==> src/verilog/swic_regs.vh <==
`ifndef SWIC_REGS_VH
`define SWIC_REGS_VH

// ----------------------------------------------------------------
// Register offsets (byte addresses, one word each)
// ----------------------------------------------------------------
`define SWIC_OFF_CONFIG    8'h00
`define SWIC_OFF_SRCSINK   8'h04
`define SWIC_OFF_INEN      8'h08
`define SWIC_OFF_THRESH    8'h0c
`define SWIC_OFF_WETA      8'h10
`define SWIC_OFF_WETB      8'h14
`define SWIC_OFF_STATE     8'h18
`define SWIC_OFF_INTSTAT   8'h1c
`define SWIC_OFF_INTMASK   8'h20

// ----------------------------------------------------------------
// Field positions and reset values
// ----------------------------------------------------------------
`define SWIC_CFG_RUN_BIT   0
`define SWIC_CFG_RST       32'h0000_0000
`define SWIC_SRCSINK_RST   10'h000
`define SWIC_INEN_RST      24'h00_0000
`define SWIC_THRESH_RST    12'h000
`define SWIC_WET_RST       3'h0
`define SWIC_WET_W         3
`define SWIC_THR_W         2
`define SWIC_WET_MAX       3'h5

// Interrupt status bit positions
`define SWIC_EV_CHANGE     0
`define SWIC_EV_TEMP       1
`define SWIC_EV_OVER       2

`endif

==> src/verilog/swic_switch_input_config.v <==
//
// Notes on behaviour
// - Report open/closed state of every input.
// - Inputs 10-23 fixed to current source.
// - Inputs 0-9 reset to current source.
// - Writing one selects sink for 0-9.
// - Disabled input: no wetting, no monitoring.
// - Input enable clears on reset.
// - Threshold per group of four inputs.
// - Threshold codes 2, 2.7, 3, 4 V.
// - Wetting codes 0,1,2,5,10,15 mA.
// - Wetting fields reset to 0 mA.
// - Settings shared in fours and pairs.
// - Event pin active-low open drain.
//
`timescale 1ns/1ps
`include "swic_regs.vh"

module swic_switch_input_config #(
    parameter NIN  = 24,
    parameter NSEL = 10
) (
    input  wire            core_clk,
    input  wire            rst_b,
    input  wire [7:0]      regAddr,
    input  wire [31:0]     regWrData,
    input  wire            regWrEn,
    input  wire            regRdEn,
    output reg  [31:0]     regRdData,
    input  wire [NIN-1:0]  cmpAbove,
    input  wire            tempWarn,
    input  wire            overVolt,
    output wire [NIN-1:0]  sinkSelect,
    output wire [NIN-1:0]  wetEnable,
    output wire [71:0]     wetLevel,
    output wire [47:0]     threshLevel,
    output wire            runActive,
    output wire            irq,
    output wire            eventPinOut,
    output wire            eventPinOe_b
);
    // ------------------------------------------------------------
    // Decode helpers
    // ------------------------------------------------------------
    // Map an input to its wetting field (15 fields, some shared)
    function [4:0] wetField;
        input [4:0] idx;
        begin
            case (idx)
                5'd0, 5'd1:   wetField = 5'd0;
                5'd2, 5'd3:   wetField = 5'd1;
                5'd4:         wetField = 5'd2;
                5'd5:         wetField = 5'd3;
                5'd6, 5'd7:   wetField = 5'd4;
                5'd8, 5'd9:   wetField = 5'd5;
                5'd10:        wetField = 5'd6;
                5'd11:        wetField = 5'd7;
                5'd12, 5'd13: wetField = 5'd8;
                5'd14, 5'd15: wetField = 5'd9;
                5'd16, 5'd17: wetField = 5'd10;
                5'd18, 5'd19: wetField = 5'd11;
                5'd20, 5'd21: wetField = 5'd12;
                5'd22:        wetField = 5'd13;
                5'd23:        wetField = 5'd14;
                default:      wetField = 5'd0;
            endcase
        end
    endfunction

    // Clamp unused wetting codes to 0 mA
    function [2:0] wetLegal;
        input [2:0] code;
        begin
            wetLegal = (code > `SWIC_WET_MAX) ? `SWIC_WET_RST : code;
        end
    endfunction

    // ------------------------------------------------------------
    // Registers
    // ------------------------------------------------------------
    reg  [31:0]    config_r;
    reg  [NSEL-1:0] srcSink_r;
    reg  [NIN-1:0] inEn_r;
    reg  [11:0]    thresh_r;
    reg  [44:0]    wetCfg_r;
    reg  [NIN-1:0] state_r;
    reg  [NIN-1:0] prevState_r;
    reg            primed_r;
    reg  [2:0]     intStat_r;
    reg  [2:0]     intMask_r;
    reg  [2:0]     intStat_nxt;
    reg            tempWarnD_r;
    reg            overVoltD_r;
    wire [NIN-1:0] cmpSync;
    wire           tempSync;
    wire           overSync;
    wire           cfgWrite;
    wire           changeEv;
    wire           tempEv;
    wire           overEv;
    wire [NIN-1:0] stateSample;
    wire           wrConfig;
    wire           wrMask;
    wire           wrStat;
    wire           wrSrcSink;
    wire           wrInEn;
    wire           wrThresh;
    wire           wrWetA;
    wire           wrWetB;

    // ------------------------------------------------------------
    // Pin synchronisers
    // ------------------------------------------------------------
    swic_sync #(
        .W (NIN + 2)
    ) uSync (
        .core_clk (core_clk),
        .rst_b    (rst_b),
        .asyncIn  ({overVolt, tempWarn, cmpAbove}),
        .syncOut  ({overSync, tempSync, cmpSync})
    );

    // Configuration only changes while stopped; writes while running
    // are dropped so a live poll never sees half-updated settings.
    assign cfgWrite  = regWrEn && !config_r[`SWIC_CFG_RUN_BIT];
    assign runActive = config_r[`SWIC_CFG_RUN_BIT];

    // ------------------------------------------------------------
    // Write decode
    // ------------------------------------------------------------
    // Run control, mask and status clear stay writable while running
    assign wrConfig  = regWrEn && regAddr == `SWIC_OFF_CONFIG;
    assign wrMask    = regWrEn && regAddr == `SWIC_OFF_INTMASK;
    assign wrStat    = regWrEn && regAddr == `SWIC_OFF_INTSTAT;
    // Settings strobes are gated by the run bit; unmapped offsets
    // match none of them and are dropped
    assign wrSrcSink = cfgWrite && regAddr == `SWIC_OFF_SRCSINK;
    assign wrInEn    = cfgWrite && regAddr == `SWIC_OFF_INEN;
    assign wrThresh  = cfgWrite && regAddr == `SWIC_OFF_THRESH;
    assign wrWetA    = cfgWrite && regAddr == `SWIC_OFF_WETA;
    assign wrWetB    = cfgWrite && regAddr == `SWIC_OFF_WETB;

    // ------------------------------------------------------------
    // Control registers
    // ------------------------------------------------------------
    // Run bit and mask, never locked
    always @(posedge core_clk or negedge rst_b) begin
        if (!rst_b) begin
            config_r  <= `SWIC_CFG_RST;
            intMask_r <= 3'h0;
        end else begin
            if (wrConfig) begin
                config_r <= {31'h0, regWrData[`SWIC_CFG_RUN_BIT]};
            end
            if (wrMask) begin
                intMask_r <= regWrData[2:0];
            end
        end
    end

    // ------------------------------------------------------------
    // Configuration registers
    // ------------------------------------------------------------
    // Input settings, written only while stopped
    always @(posedge core_clk or negedge rst_b) begin
        if (!rst_b) begin
            srcSink_r <= `SWIC_SRCSINK_RST;
            inEn_r    <= `SWIC_INEN_RST;
            thresh_r  <= `SWIC_THRESH_RST;
            wetCfg_r  <= {15{`SWIC_WET_RST}};
        end else begin
            if (wrSrcSink) begin
                srcSink_r <= regWrData[NSEL-1:0];
            end
            if (wrInEn) begin
                inEn_r <= regWrData[NIN-1:0];
            end
            if (wrThresh) begin
                thresh_r <= regWrData[11:0];
            end
            if (wrWetA) begin
                wetCfg_r[23:0] <= regWrData[23:0];
            end
            if (wrWetB) begin
                wetCfg_r[44:24] <= regWrData[20:0];
            end
        end
    end

    // ------------------------------------------------------------
    // Per-input drive outputs
    // ------------------------------------------------------------
    genvar gi;
    generate
        for (gi = 0; gi < NIN; gi = gi + 1) begin : gInput
            localparam [4:0] IDX = gi;
            wire [4:0] fld;
            assign fld = wetField(IDX);
            // Inputs above the selectable range are tied to source
            if (gi < NSEL) begin : gSel
                assign sinkSelect[gi] = srcSink_r[gi];
            end else begin : gFix
                assign sinkSelect[gi] = 1'b0;
            end
            // Off while disabled or stopped
            assign wetEnable[gi] = inEn_r[gi] && runActive;
            // Shared pair fields drive both inputs
            assign wetLevel[gi*3 +: 3] = wetEnable[gi] ?
                wetLegal(wetCfg_r[fld*3 +: 3]) : 3'h0;
            // Two-bit code: 0=2V 1=2.7V 2=3V 3=4V
            assign threshLevel[gi*2 +: 2] =
                thresh_r[(gi/4)*2 +: 2];
        end
    endgenerate

    // ------------------------------------------------------------
    // Switch state tracking
    // ------------------------------------------------------------
    // Closed: comparator low for source, high for sink
    assign stateSample = wetEnable & (cmpSync ^ ~sinkSelect);

    // Disabled inputs freeze at open (0); first sample after start
    // only sets a baseline so no spurious change is raised.
    always @(posedge core_clk or negedge rst_b) begin
        if (!rst_b) begin
            state_r     <= {NIN{1'b0}};
            prevState_r <= {NIN{1'b0}};
            primed_r    <= 1'b0;
            tempWarnD_r <= 1'b0;
            overVoltD_r <= 1'b0;
        end else begin
            tempWarnD_r <= tempSync;
            overVoltD_r <= overSync;
            if (runActive) begin
                state_r     <= stateSample;
                // First run cycle compares the sample with itself
                prevState_r <= primed_r ? state_r : stateSample;
                primed_r    <= 1'b1;
            end else begin
                primed_r    <= 1'b0;
            end
        end
    end

    // Change raised once two successive samples differ
    assign changeEv = runActive && primed_r &&
                      (state_r != prevState_r);
    // Warnings flag on the rising edge only, not while held
    assign tempEv   = tempSync && !tempWarnD_r;
    assign overEv   = overSync && !overVoltD_r;

    // ------------------------------------------------------------
    // Interrupt status, write-one-to-clear, set wins
    // ------------------------------------------------------------
    always @* begin
        intStat_nxt = intStat_r;
        if (wrStat) begin
            intStat_nxt = intStat_r & ~regWrData[2:0];
        end
        intStat_nxt = intStat_nxt |
                      {overEv, tempEv, changeEv};
    end

    always @(posedge core_clk or negedge rst_b) begin
        if (!rst_b) begin
            intStat_r <= 3'h0;
        end else begin
            intStat_r <= intStat_nxt;
        end
    end

    // Level interrupt: any unmasked sticky bit
    assign irq          = |(intStat_r & intMask_r);
    // Open drain: only ever pulls low, oe_b low while driving
    assign eventPinOut  = 1'b0;
    assign eventPinOe_b = ~irq;

    // ------------------------------------------------------------
    // Read path, one cycle latency
    // ------------------------------------------------------------
    // Idle cycles read zero so a stale word never looks valid
    always @(posedge core_clk or negedge rst_b) begin
        if (!rst_b) begin
            regRdData <= 32'h0;
        end else if (regRdEn) begin
            case (regAddr)
                `SWIC_OFF_CONFIG:  regRdData <= config_r;
                `SWIC_OFF_SRCSINK: regRdData <= {22'h0, srcSink_r};
                `SWIC_OFF_INEN:    regRdData <= {8'h0, inEn_r};
                `SWIC_OFF_THRESH:  regRdData <= {20'h0, thresh_r};
                `SWIC_OFF_WETA:    regRdData <= {8'h0, wetCfg_r[23:0]};
                `SWIC_OFF_WETB:    regRdData <= {11'h0, wetCfg_r[44:24]};
                `SWIC_OFF_STATE:   regRdData <= {8'h0, state_r};
                `SWIC_OFF_INTSTAT: regRdData <= {29'h0, intStat_r};
                `SWIC_OFF_INTMASK: regRdData <= {29'h0, intMask_r};
                default:           regRdData <= 32'h0;
            endcase
        end else begin
            regRdData <= 32'h0;
        end
    end
endmodule

==> src/verilog/swic_sync.v <==
`timescale 1ns/1ps

// Two-flop synchroniser for a bus of asynchronous levels
module swic_sync #(
    parameter W = 1
) (
    input  wire         core_clk,
    input  wire         rst_b,
    input  wire [W-1:0] asyncIn,
    output wire [W-1:0] syncOut
);
    reg [W-1:0] stage1_r;
    reg [W-1:0] stage2_r;

    // First stage is read only by the second stage
    always @(posedge core_clk or negedge rst_b) begin
        if (!rst_b) begin
            stage1_r <= {W{1'b0}};
            stage2_r <= {W{1'b0}};
        end else begin
            stage1_r <= asyncIn;
            stage2_r <= stage1_r;
        end
    end

    assign syncOut = stage2_r;
endmodule
==> config.mk <==
export PLATFORM = sky130hd
export DESIGN_NAME = swic_switch_input_config
export DESIGN_NICKNAME = d
export VERILOG_FILES = /design/src/verilog/swic_switch_input_config.v /design/src/verilog/swic_sync.v
export VERILOG_INCLUDE_DIRS = /design/src /design/src/verilog
export SDC_FILE = /design/constraint.sdc
export NUM_CORES = 1
export LEC_CHECK = 0
export BUFFER_PORTS_ARGS = -buffer_cell sky130_fd_sc_hd__buf_4
export CORE_UTILIZATION = 40
export DETAILED_ROUTE_END_ITERATION = 8
export GPL_TIMING_DRIVEN = 1
export PLACE_DENSITY = 0.65
export SETUP_SLACK_MARGIN = 0.1
export SLEW_MARGIN = 20
export SYNTH_ARGS = -nofsm -noshare
export SYNTH_HDL_FRONTEND = slang
export SYNTH_SLANG_ARGS = --single-unit
==> constraint.sdc <==
create_clock -name core_clk -period 5.1 [get_ports core_clk]
set_input_delay 0.255 -clock core_clk [delete_from_list [all_inputs] [get_ports core_clk]]
set_output_delay 0.255 -clock core_clk [all_outputs]
set_load 0.05 [all_outputs]
Word level (Yosys, flattened, before mapping)
Index checks and enable logic that the tools add are counted.
Word-level totals
  register bits after elaboration: 225
  logic and storage cells: 134
  input port bits: 70
Cells by class
  muxes and demuxes: 44
  reduce and logical (&&, ||, !) cells: 42
  bitwise logic cells: 8
  $lt $le $gt $ge: 15
  eq/ne operators: 9
Operator list (number)
  case mux 24 bit (9 select lines): 1
  two-way mux 3 bit: 40
  two-way mux 24 bit: 2
  greater-than comparator 3 bit (second input constant): 15
  logical AND 1 bit: 37
  equality test 8 x 5 -> 1 bit (second input constant): 4
  AND 24 bit: 1
  inequality test 24 bit: 1
  NOT 10 -> 24 bit: 1
  bitwise XOR 24 bit: 1
  equality test 8 x 4 -> 1 bit (second input constant): 2
  equality test 8 x 3 -> 1 bit (second input constant): 1
  equality test 8 x 6 -> 1 bit (second input constant): 1
  logical NOT 8 bit: 1
  AND 3 bit: 2
  logical NOT 1 bit: 3
  NOT 3 bit: 1
  bitwise OR 3 bit: 1
  OR reduction 3 bit: 1
  two-way mux 1 bit: 1
  NOT 1 bit: 1

Longest topological paths before layout
Gate-level depths: netlist of run 1.
  depth after elaboration: 4
  depth in mapped cells: 7
  depth with buffers taken out: 5

Cells and area by module
Synthesis of run 1 repeated with hierarchy kept, for this count alone.
Unflattened totals
  cell total of the unflattened synthesis: 956
  area, all modules: 10575.1 um^2
By module, submodules not included
  swic_switch_input_config: times used 1, cells an instance 904, area an instance 9273.9 um^2
  swic_sync: times used 1, cells an instance 52, area an instance 1301.2 um^2

Worst setup path after synthesis of run 1
OpenSTA, ideal clock, no wires.
  kind: register to output
  start: register config_r[0]
  end: output wetLevel[13]
  data arrival time: 2532 ps
  required time: 4845 ps
  path buffers: 2
  stages on the path, launching flop included: 5
  setup slack: 2313 ps
  cell sequence: dfrtp_1 clkbuf_1 clkbuf_1 nand2_1 nor3b_1
Between the ends
  word-level cells in the longest chain between the ends: 2
Ends and longest elaborated chain
  from (decl): RTL line swic_switch_input_config.v:81  | reg [31:0] config_r;
  from (signal assigned): RTL line swic_switch_input_config.v:149  | config_r <= `SWIC_CFG_RST;
  from (signal assigned): RTL line swic_switch_input_config.v:153  | config_r <= {31'h0, regWrData[`SWIC_CFG_RUN_BIT]};
  logical AND 1 bit: RTL line swic_switch_input_config.v:206  | assign wetEnable[gi] = inEn_r[gi] && runActive;
  two-way mux 3 bit: RTL line swic_switch_input_config.v:208  | assign wetLevel[gi*3 +: 3] = wetEnable[gi] ?
  to (decl): RTL line swic_switch_input_config.v:35  | output wire [71:0] wetLevel,
Every way passes these cells.

Worst setup path after layout of run 1
  start: register config_r[0]
  end: output wetLevel[46]
The elaborated chain is that of the path after synthesis.

==> results of run 1 <==
-- kinds of logic (layout without fill, tap and decap cells) --
logic type | count (synthesis) | count (layout) | share of synthesized area
AOI/OAI and AO/OA | 147 | 147 | 0.0843
xor gates and xnor gates | 34 | 34 | 0.0280
buffers and inverters | 156 | 400 | 0.0786
DFF | 225 | 225 | 0.529
muxes | 118 | 118 | 0.134
other | 1 | 24 | 0.000352
and+or+nand+nor | 313 | 313 | 0.146
-- stage by stage --
step                instances  cell area [sq um]  hold WS (ps)
detailed placement       1498              12400           335
global placement         1498              12400           334
floorplan                1016              10700         -40.6
global route             1596              13800          28.8
CTS                      1594              13800          26.5
finish                   1596              13800          45.1
-- power by group through the flow --
stage | Clock [uW] | Sequential [uW] | Combinational, uW
floorplan | 0 | 2100 | 401
global placement | 0 | 2100 | 590
detailed placement | 0 | 2110 | 595
CTS | 1910 | 2080 | 629
global route | 1980 | 2100 | 682
finish | 1880 | 2080 | 623
-- critical path: cells and delay by family (launching register included) --
| family | cells | cell delay (ps) |
|---|---|---|
| buffers and inverters | 2 | 810 |
| flip-flops | 1 | 890 |
| AND/OR/NAND/NOR | 2 | 520 |
-- Yosys cell counts (4+ instances only) --
master / number
o2bb2ai_1: 7
buf_1: 9
o21ai_0: 38
a22o_1: 8
mux2_2: 76
dfrtp_1: 225
nand2_1: 80
nor2_1: 108
nor3_1: 6
mux2_4: 30
nand3_1: 16
nor3b_1: 31
buf_2: 6
nor4_1: 5
mux2i_1: 12
inv_1: 52
clkbuf_1: 27
a32oi_1: 4
a22oi_1: 19
and3_1: 10
xor2_1: 8
xnor2_1: 26
a21oi_1: 60
nand3b_1: 15
buf_4: 59
nand4_1: 6
nand2b_1: 20
-- state kept, by name, indices dropped and copies added, names as in the netlist, 10 cells and up --
| signal | cells |
|---|---|
| state_r | 24 |
| thresh_r | 12 |
| uSync.syncOut | 26 |
| regRdData | 24 |
| prevState_r | 24 |
| uSync.stage1_r | 26 |
| srcSink_r | 10 |
| inEn_r | 24 |
| wetCfg_r | 45 |
-- final cells by class --
class	instances	area, sq um
fill	2326	12200
tap	335	419
clock inverter	11	95.1
sequential	225	5630
clock buffer	36	779
inverter	52	195
antenna	1	2.50
timing repair buffer	301	2420
multi-input combinational	635	4270
-- worst max path at each step --
| stage | to | cells after the start | slack [ps] | from |
|---|---|---|---|---|
| after global placement | wetCfg_r[11] | 6 | 2500 | regAddr[4] |
| after CTS | wetLevel[46] | 4 | 2020 | config_r[0] |
| after detailed placement | wetCfg_r[20] | 6 | 2420 | regAddr[4] |
| after floorplan | wetLevel[13] | 4 | 2310 | config_r[0] |
| after global routing | wetLevel[71] | 4 | 1850 | config_r[0] |
| final | wetLevel[46] | 4 | 2070 | config_r[0] |
-- per-layer routing --
metal  routed length [um]  part of all wire
met5                    0                 0
met3                 1920             0.064
met1                13100              0.44
met4                  592             0.020
met2                14300              0.48
-- repair_timing --
action / 4_1_cts / 5_1_grt
setup buffers: 0 / 0
gates resized for setup: 0 / 0
endpoints found under the hold margin: 234 / 0
hold buffers: 49 / 0
==> flow_metrics.env, run 1 <==
export IMPL_status="finished clean"
export IMPL_synth_top_area_frac=0.529
export IMPL_start_util=0.409
export IMPL_finalClockSkew_ps=10.3
export IMPL_fin_crit_sh=0.595
export IMPL_die_width_um=165
export IMPL_r2r_start="config_r[0]"
export IMPL_core_area_sq_um=26100
export IMPL_first_pass_iters=5
export IMPL_cts_buffer_depth=3
export IMPL_wl_per_cell_um=18.8
export IMPL_path_cells="buf_4, nand2_1, nor2_1, buf_4"
export IMPL_r2r_end="wetCfg_r[20]"
export IMPL_grt_pass1_vias=7781
export IMPL_power_frac_clock=0.410
export IMPL_antenna_left=0
export IMPL_syn_instance_count=994
export IMPL_r2r_cells=4
export IMPL_min_period_ps=3030
export IMPL_crit_path_end_kind="output pin"
export IMPL_worstPathRequired_ps=4850
export IMPL_synthArstFlopShare=1.00
export IMPL_area_growth_pct=29.7
export IMPL_yosysSeqAreaShare=0.529
export IMPL_r2r_slack_ps=2560
export IMPL_root_buffer="clkbuf_16"
export IMPL_min_to="thresh_r[1]"
export IMPL_power_frac_comb=0.136
export IMPL_synth_top_cell_by_area="dfrtp_1"
export IMPL_worst_slew_pin_slew_ps=1080
export IMPL_cp_max_fo=70
export IMPL_grt_pass1_wl_um=45100
export IMPL_met1_usage=0.305
export IMPL_numCtsBuffers=26
export IMPL_final_cell_mix="buf_4 (249), dfrtp_1 (224), nor2_1 (108), nand2_1 (80), mux2_2 (76)"
export IMPL_grt_max_degree=135
export IMPL_overflow=0
export IMPL_worstHoldPathCells=2
export IMPL_use_met3=0.0345
export IMPL_finalSetupViolations=0
export IMPL_crit_path_top_delay_cell="dfrtp_4"
export IMPL_syn_avg_cell_area_sq_um=10.7
export IMPL_busiest_layer="met2"
export IMPL_htree_levels=1
export IMPL_ys_types=47
export IMPL_grtUsageMet2=0.354
export IMPL_drive_gt1_frac=0.326
export IMPL_antenna_found_initial=1
export IMPL_gp_congestion=0.823
export IMPL_finalNetCount=1311
export IMPL_synth_enable_flop_cells=0
export IMPL_critPathLaunchType="register"
export IMPL_dieArea_sq_um=27300
export IMPL_power_switching_uw=1270
export IMPL_die_height_um=165
export IMPL_rsz0062_at_grt="no"
export IMPL_ys_ff_latch=225
export IMPL_drtIter0Drc=508
export IMPL_synth_flop_cell="dfrtp_1"
export IMPL_cell_internal_pwr_uw=3310
export IMPL_max_freq_mhz=330
export IMPL_fin_util=0.530
export IMPL_maxSlewViolCount=0
export IMPL_grt_usage=0.219
export IMPL_crit_path_frequent_cell="buf_4"
export IMPL_cts_tree="done"
export IMPL_port_buffers=242
export IMPL_p_leak_uw=0.00669
export IMPL_mostFrequentLayoutCell="buf_4"
export IMPL_cts_sinks=225
export IMPL_clk_latency_ps=530
export IMPL_row_count=59
export IMPL_vias_per_cell=5.14
export IMPL_p_sw_frac=0.277
export IMPL_relSlewSlack=0.278
export IMPL_vdd_drop_max_v=0.000214
export IMPL_synth_area_top_cells="dfrtp_1 (53%), mux2_2 (8.0%), mux2_4 (4.2%)"
export IMPL_arrival_ps=2780
export IMPL_critical_path_class="register to output pin"
export IMPL_vias=8198
export IMPL_powerDensity_nw_per_um2=332
export IMPL_hold_violations=0
export IMPL_place_ws_ps=2420
export IMPL_slowest_delay_ps=890
export IMPL_syn_area_sq_um=10700
export IMPL_min_from="regWrData[1]"
export IMPL_setup_tns_ps=0
export IMPL_clk_pin_slew_worst_paths_ps=60
export IMPL_hpwl_um=20500
export IMPL_routed_wl_um=30000
export IMPL_power_total_uw=4580
export IMPL_sequentialPowerShare=0.454
export IMPL_final_setup_worst_slack_ps=2070
export IMPL_ys_warn_count=0
export IMPL_route_detailed_drc=0
export IMPL_io_pins=274
export IMPL_hp_class="input pin to register"
export IMPL_cap_violations=0
(Power assumes the default switching activity.)
==> run 2: changes to the inputs <==
==> constraint.sdc (replaced) <==
create_clock -name core_clk -period 2.8 [get_ports core_clk]
set_input_delay 0.14 -clock core_clk [delete_from_list [all_inputs] [get_ports core_clk]]
set_output_delay 0.14 -clock core_clk [all_outputs]
set_load 0.05 [all_outputs]
==> run 2 against run 1 <==
  * Clock power grew 87%
  * Sequential power grew 82%
  * Final area grew 0.90%
  * Cell count grew 0.75%
  * Highest routed layer unchanged
  * Count of clock-buffer cells in the layout shrank 1
  * Sequential cell count is the same
  * Die area is the same
  * Setup slack lost 1600 ps
  * Critical endpoint is now wetLevel[15]
  * Sequential share of layout area shrank 0.36 points
  * First-iteration DRC count grew 15%
  * Via count shrank 0.17%
  * Hold slack lost 1.3 ps
==> flow_metrics.env, run 2 (synthesis results as in run 1) <==
export IMPL_p_leak_uw=0.00677
export IMPL_clk_pin_slew_worst_paths_ps=60
export IMPL_crit_path_top_delay_cell="dfrtp_4"
export IMPL_finalClockSkew_ps=16.2
export IMPL_grt_pass1_wl_um=45500
export IMPL_first_pass_iters=5
export IMPL_worst_slew_pin_slew_ps=653
export IMPL_grt_max_degree=92
export IMPL_hpwl_um=21100
export IMPL_drtIter0Drc=585
export IMPL_cts_sinks=225
export IMPL_gp_congestion=0.832
export IMPL_row_count=59
export IMPL_maxSlewViolCount=0
export IMPL_fin_util=0.535
export IMPL_worstPathRequired_ps=2660
export IMPL_max_freq_mhz=431
export IMPL_hold_violations=0
export IMPL_clk_latency_ps=520
export IMPL_grt_usage=0.220
export IMPL_dieArea_sq_um=27300
export IMPL_fillers=2359
export IMPL_min_period_ps=2320
export IMPL_diodes=0
export IMPL_r2r_cells=3
export IMPL_rsz0062_at_grt="no"
export IMPL_routed_wl_um=30100
export IMPL_worst_path_buf_inv=3
export IMPL_route_detailed_drc=0
export IMPL_arrival_ps=2180
export IMPL_place_ws_ps=592
export IMPL_die_height_um=165
export IMPL_fin_crit_sh=0.828
export IMPL_path_cells="buf_4, nand2_1, inv_1, and3_1, buf_4"
export IMPL_vias_per_cell=5.09
export IMPL_root_buffer="clkbuf_16"
export IMPL_slowest_delay_ps=460
export IMPL_overflow=0
export IMPL_cap_violations=0
export IMPL_wl_per_cell_um=18.7
export IMPL_final_cell_mix="buf_4 (261), dfrtp_1 (224), nor2_1 (108), nand2_1 (80), mux2_2 (76)"
export IMPL_htree_levels=1
export IMPL_drive_gt1_frac=0.328
export IMPL_vias=8184
export IMPL_cts_buffer_depth=3
export IMPL_antenna_left=0
export IMPL_critical_path_class="register to output pin"
export IMPL_vdd_drop_max_v=0.000362
export IMPL_finalSetupViolations=0
export IMPL_crit_path_end_kind="output pin"
export IMPL_port_buffers=242
export IMPL_io_pins=274
export IMPL_powerDensity_nw_per_um2=607
export IMPL_cts_tree="done"
export IMPL_largest_register_ffs=45
export IMPL_core_area_sq_um=26100
export IMPL_die_width_um=165
export IMPL_start_util=0.409
export IMPL_path_depth=5
export IMPL_mostFrequentLayoutCell="buf_4"
export IMPL_grt_pass1_vias=7926
export IMPL_power_total_uw=8460
export IMPL_antenna_found_initial=0
export IMPL_status="finished clean"
export IMPL_numCtsBuffers=25
export IMPL_area_growth_pct=30.9
export IMPL_critPathLaunchType="register"
export IMPL_cp_max_fo=40
export IMPL_worstHoldPathCells=4
export IMPL_r2r_slack_ps=830
export IMPL_finalNetCount=1325
export IMPL_hp_class="input pin to register"
export IMPL_cts_hold_buf=52
export IMPL_setup_tns_ps=0
export IMPL_top_register="wetCfg_r"
export IMPL_ctsResizeCount=0
export IMPL_post_cts_buffers=0
export IMPL_final_setup_worst_slack_ps=482
export IMPL_relSlewSlack=0.564
export IMPL_critPathTopFamily="buffers and inverters"
export IMPL_crit_path_frequent_cell="buf_4"
## run 2: cell types whose count changed in the layout (fill, tap and decap cells not counted), moves of 2 or more
| cell | delta |
|---|---|
| buf_4 | +12 |
| clkbuf_8 | -2 |
| clkinvlp_4 | -3 |
| dlygate4sd3_1 | +3 |
| clkbuf_16 | -2 |
| bufinv_16 | +4 |
| clkbuf_1 | +3 |
## run 2: cell type report
type	instances	area [sq um]	area share
Tap cell	335	419	0.0301
Sequential cell	225	5630	0.404
Clock inverter	10	175	0.0126
Timing Repair Buffer	316	2530	0.182
Inverter	52	195	0.0140
Clock buffer	35	713	0.0512
Multi-Input combinational cell	635	4270	0.306
## run 2: per-stage QoR
step / hold WS [ps] / instance area [sq um] / std cells
6_report: 43.8 / 13900 / 1608
3_5_place_dp: 100 / 12500 / 1511
2_1_floorplan: -156 / 10700 / 1016
4_1_cts: 24.3 / 13900 / 1608
5_1_grt: 89.8 / 13900 / 1608
3_3_place_gp: 97.6 / 12500 / 1511
## run 2: where the power goes
group	internal, uW	switching (uW)
combinational	471	694
clock	2230	1290
sequential	3540	239
## run 2: layer usage
metal / GRT usage / wire length [um]
met1: 0.305 / 13000
met2: 0.362 / 14600
met3: 0.0297 / 1950
met4: 0.0580 / 612
met5: 0 / 0
## run 2: path summary, 6_finish.rpt
check                                   from                  to
setup / recovery                 config_r[0]        wetLevel[15]
hold / removal                    regAddr[6]        regRdData[0]
setup reg to reg                 config_r[0]         thresh_r[8]
hold reg to reg            uSync.stage1_r[8]    uSync.syncOut[8]
max in group asynchronous              rst_b         config_r[0]
min in group asynchronous              rst_b  uSync.stage1_r[23]
## run 2: worst min-delay path: cells and delay by family
family,cells,cell delay [ps]
simple gates,2,170
buf+inv,1,100
compound gates,1,90
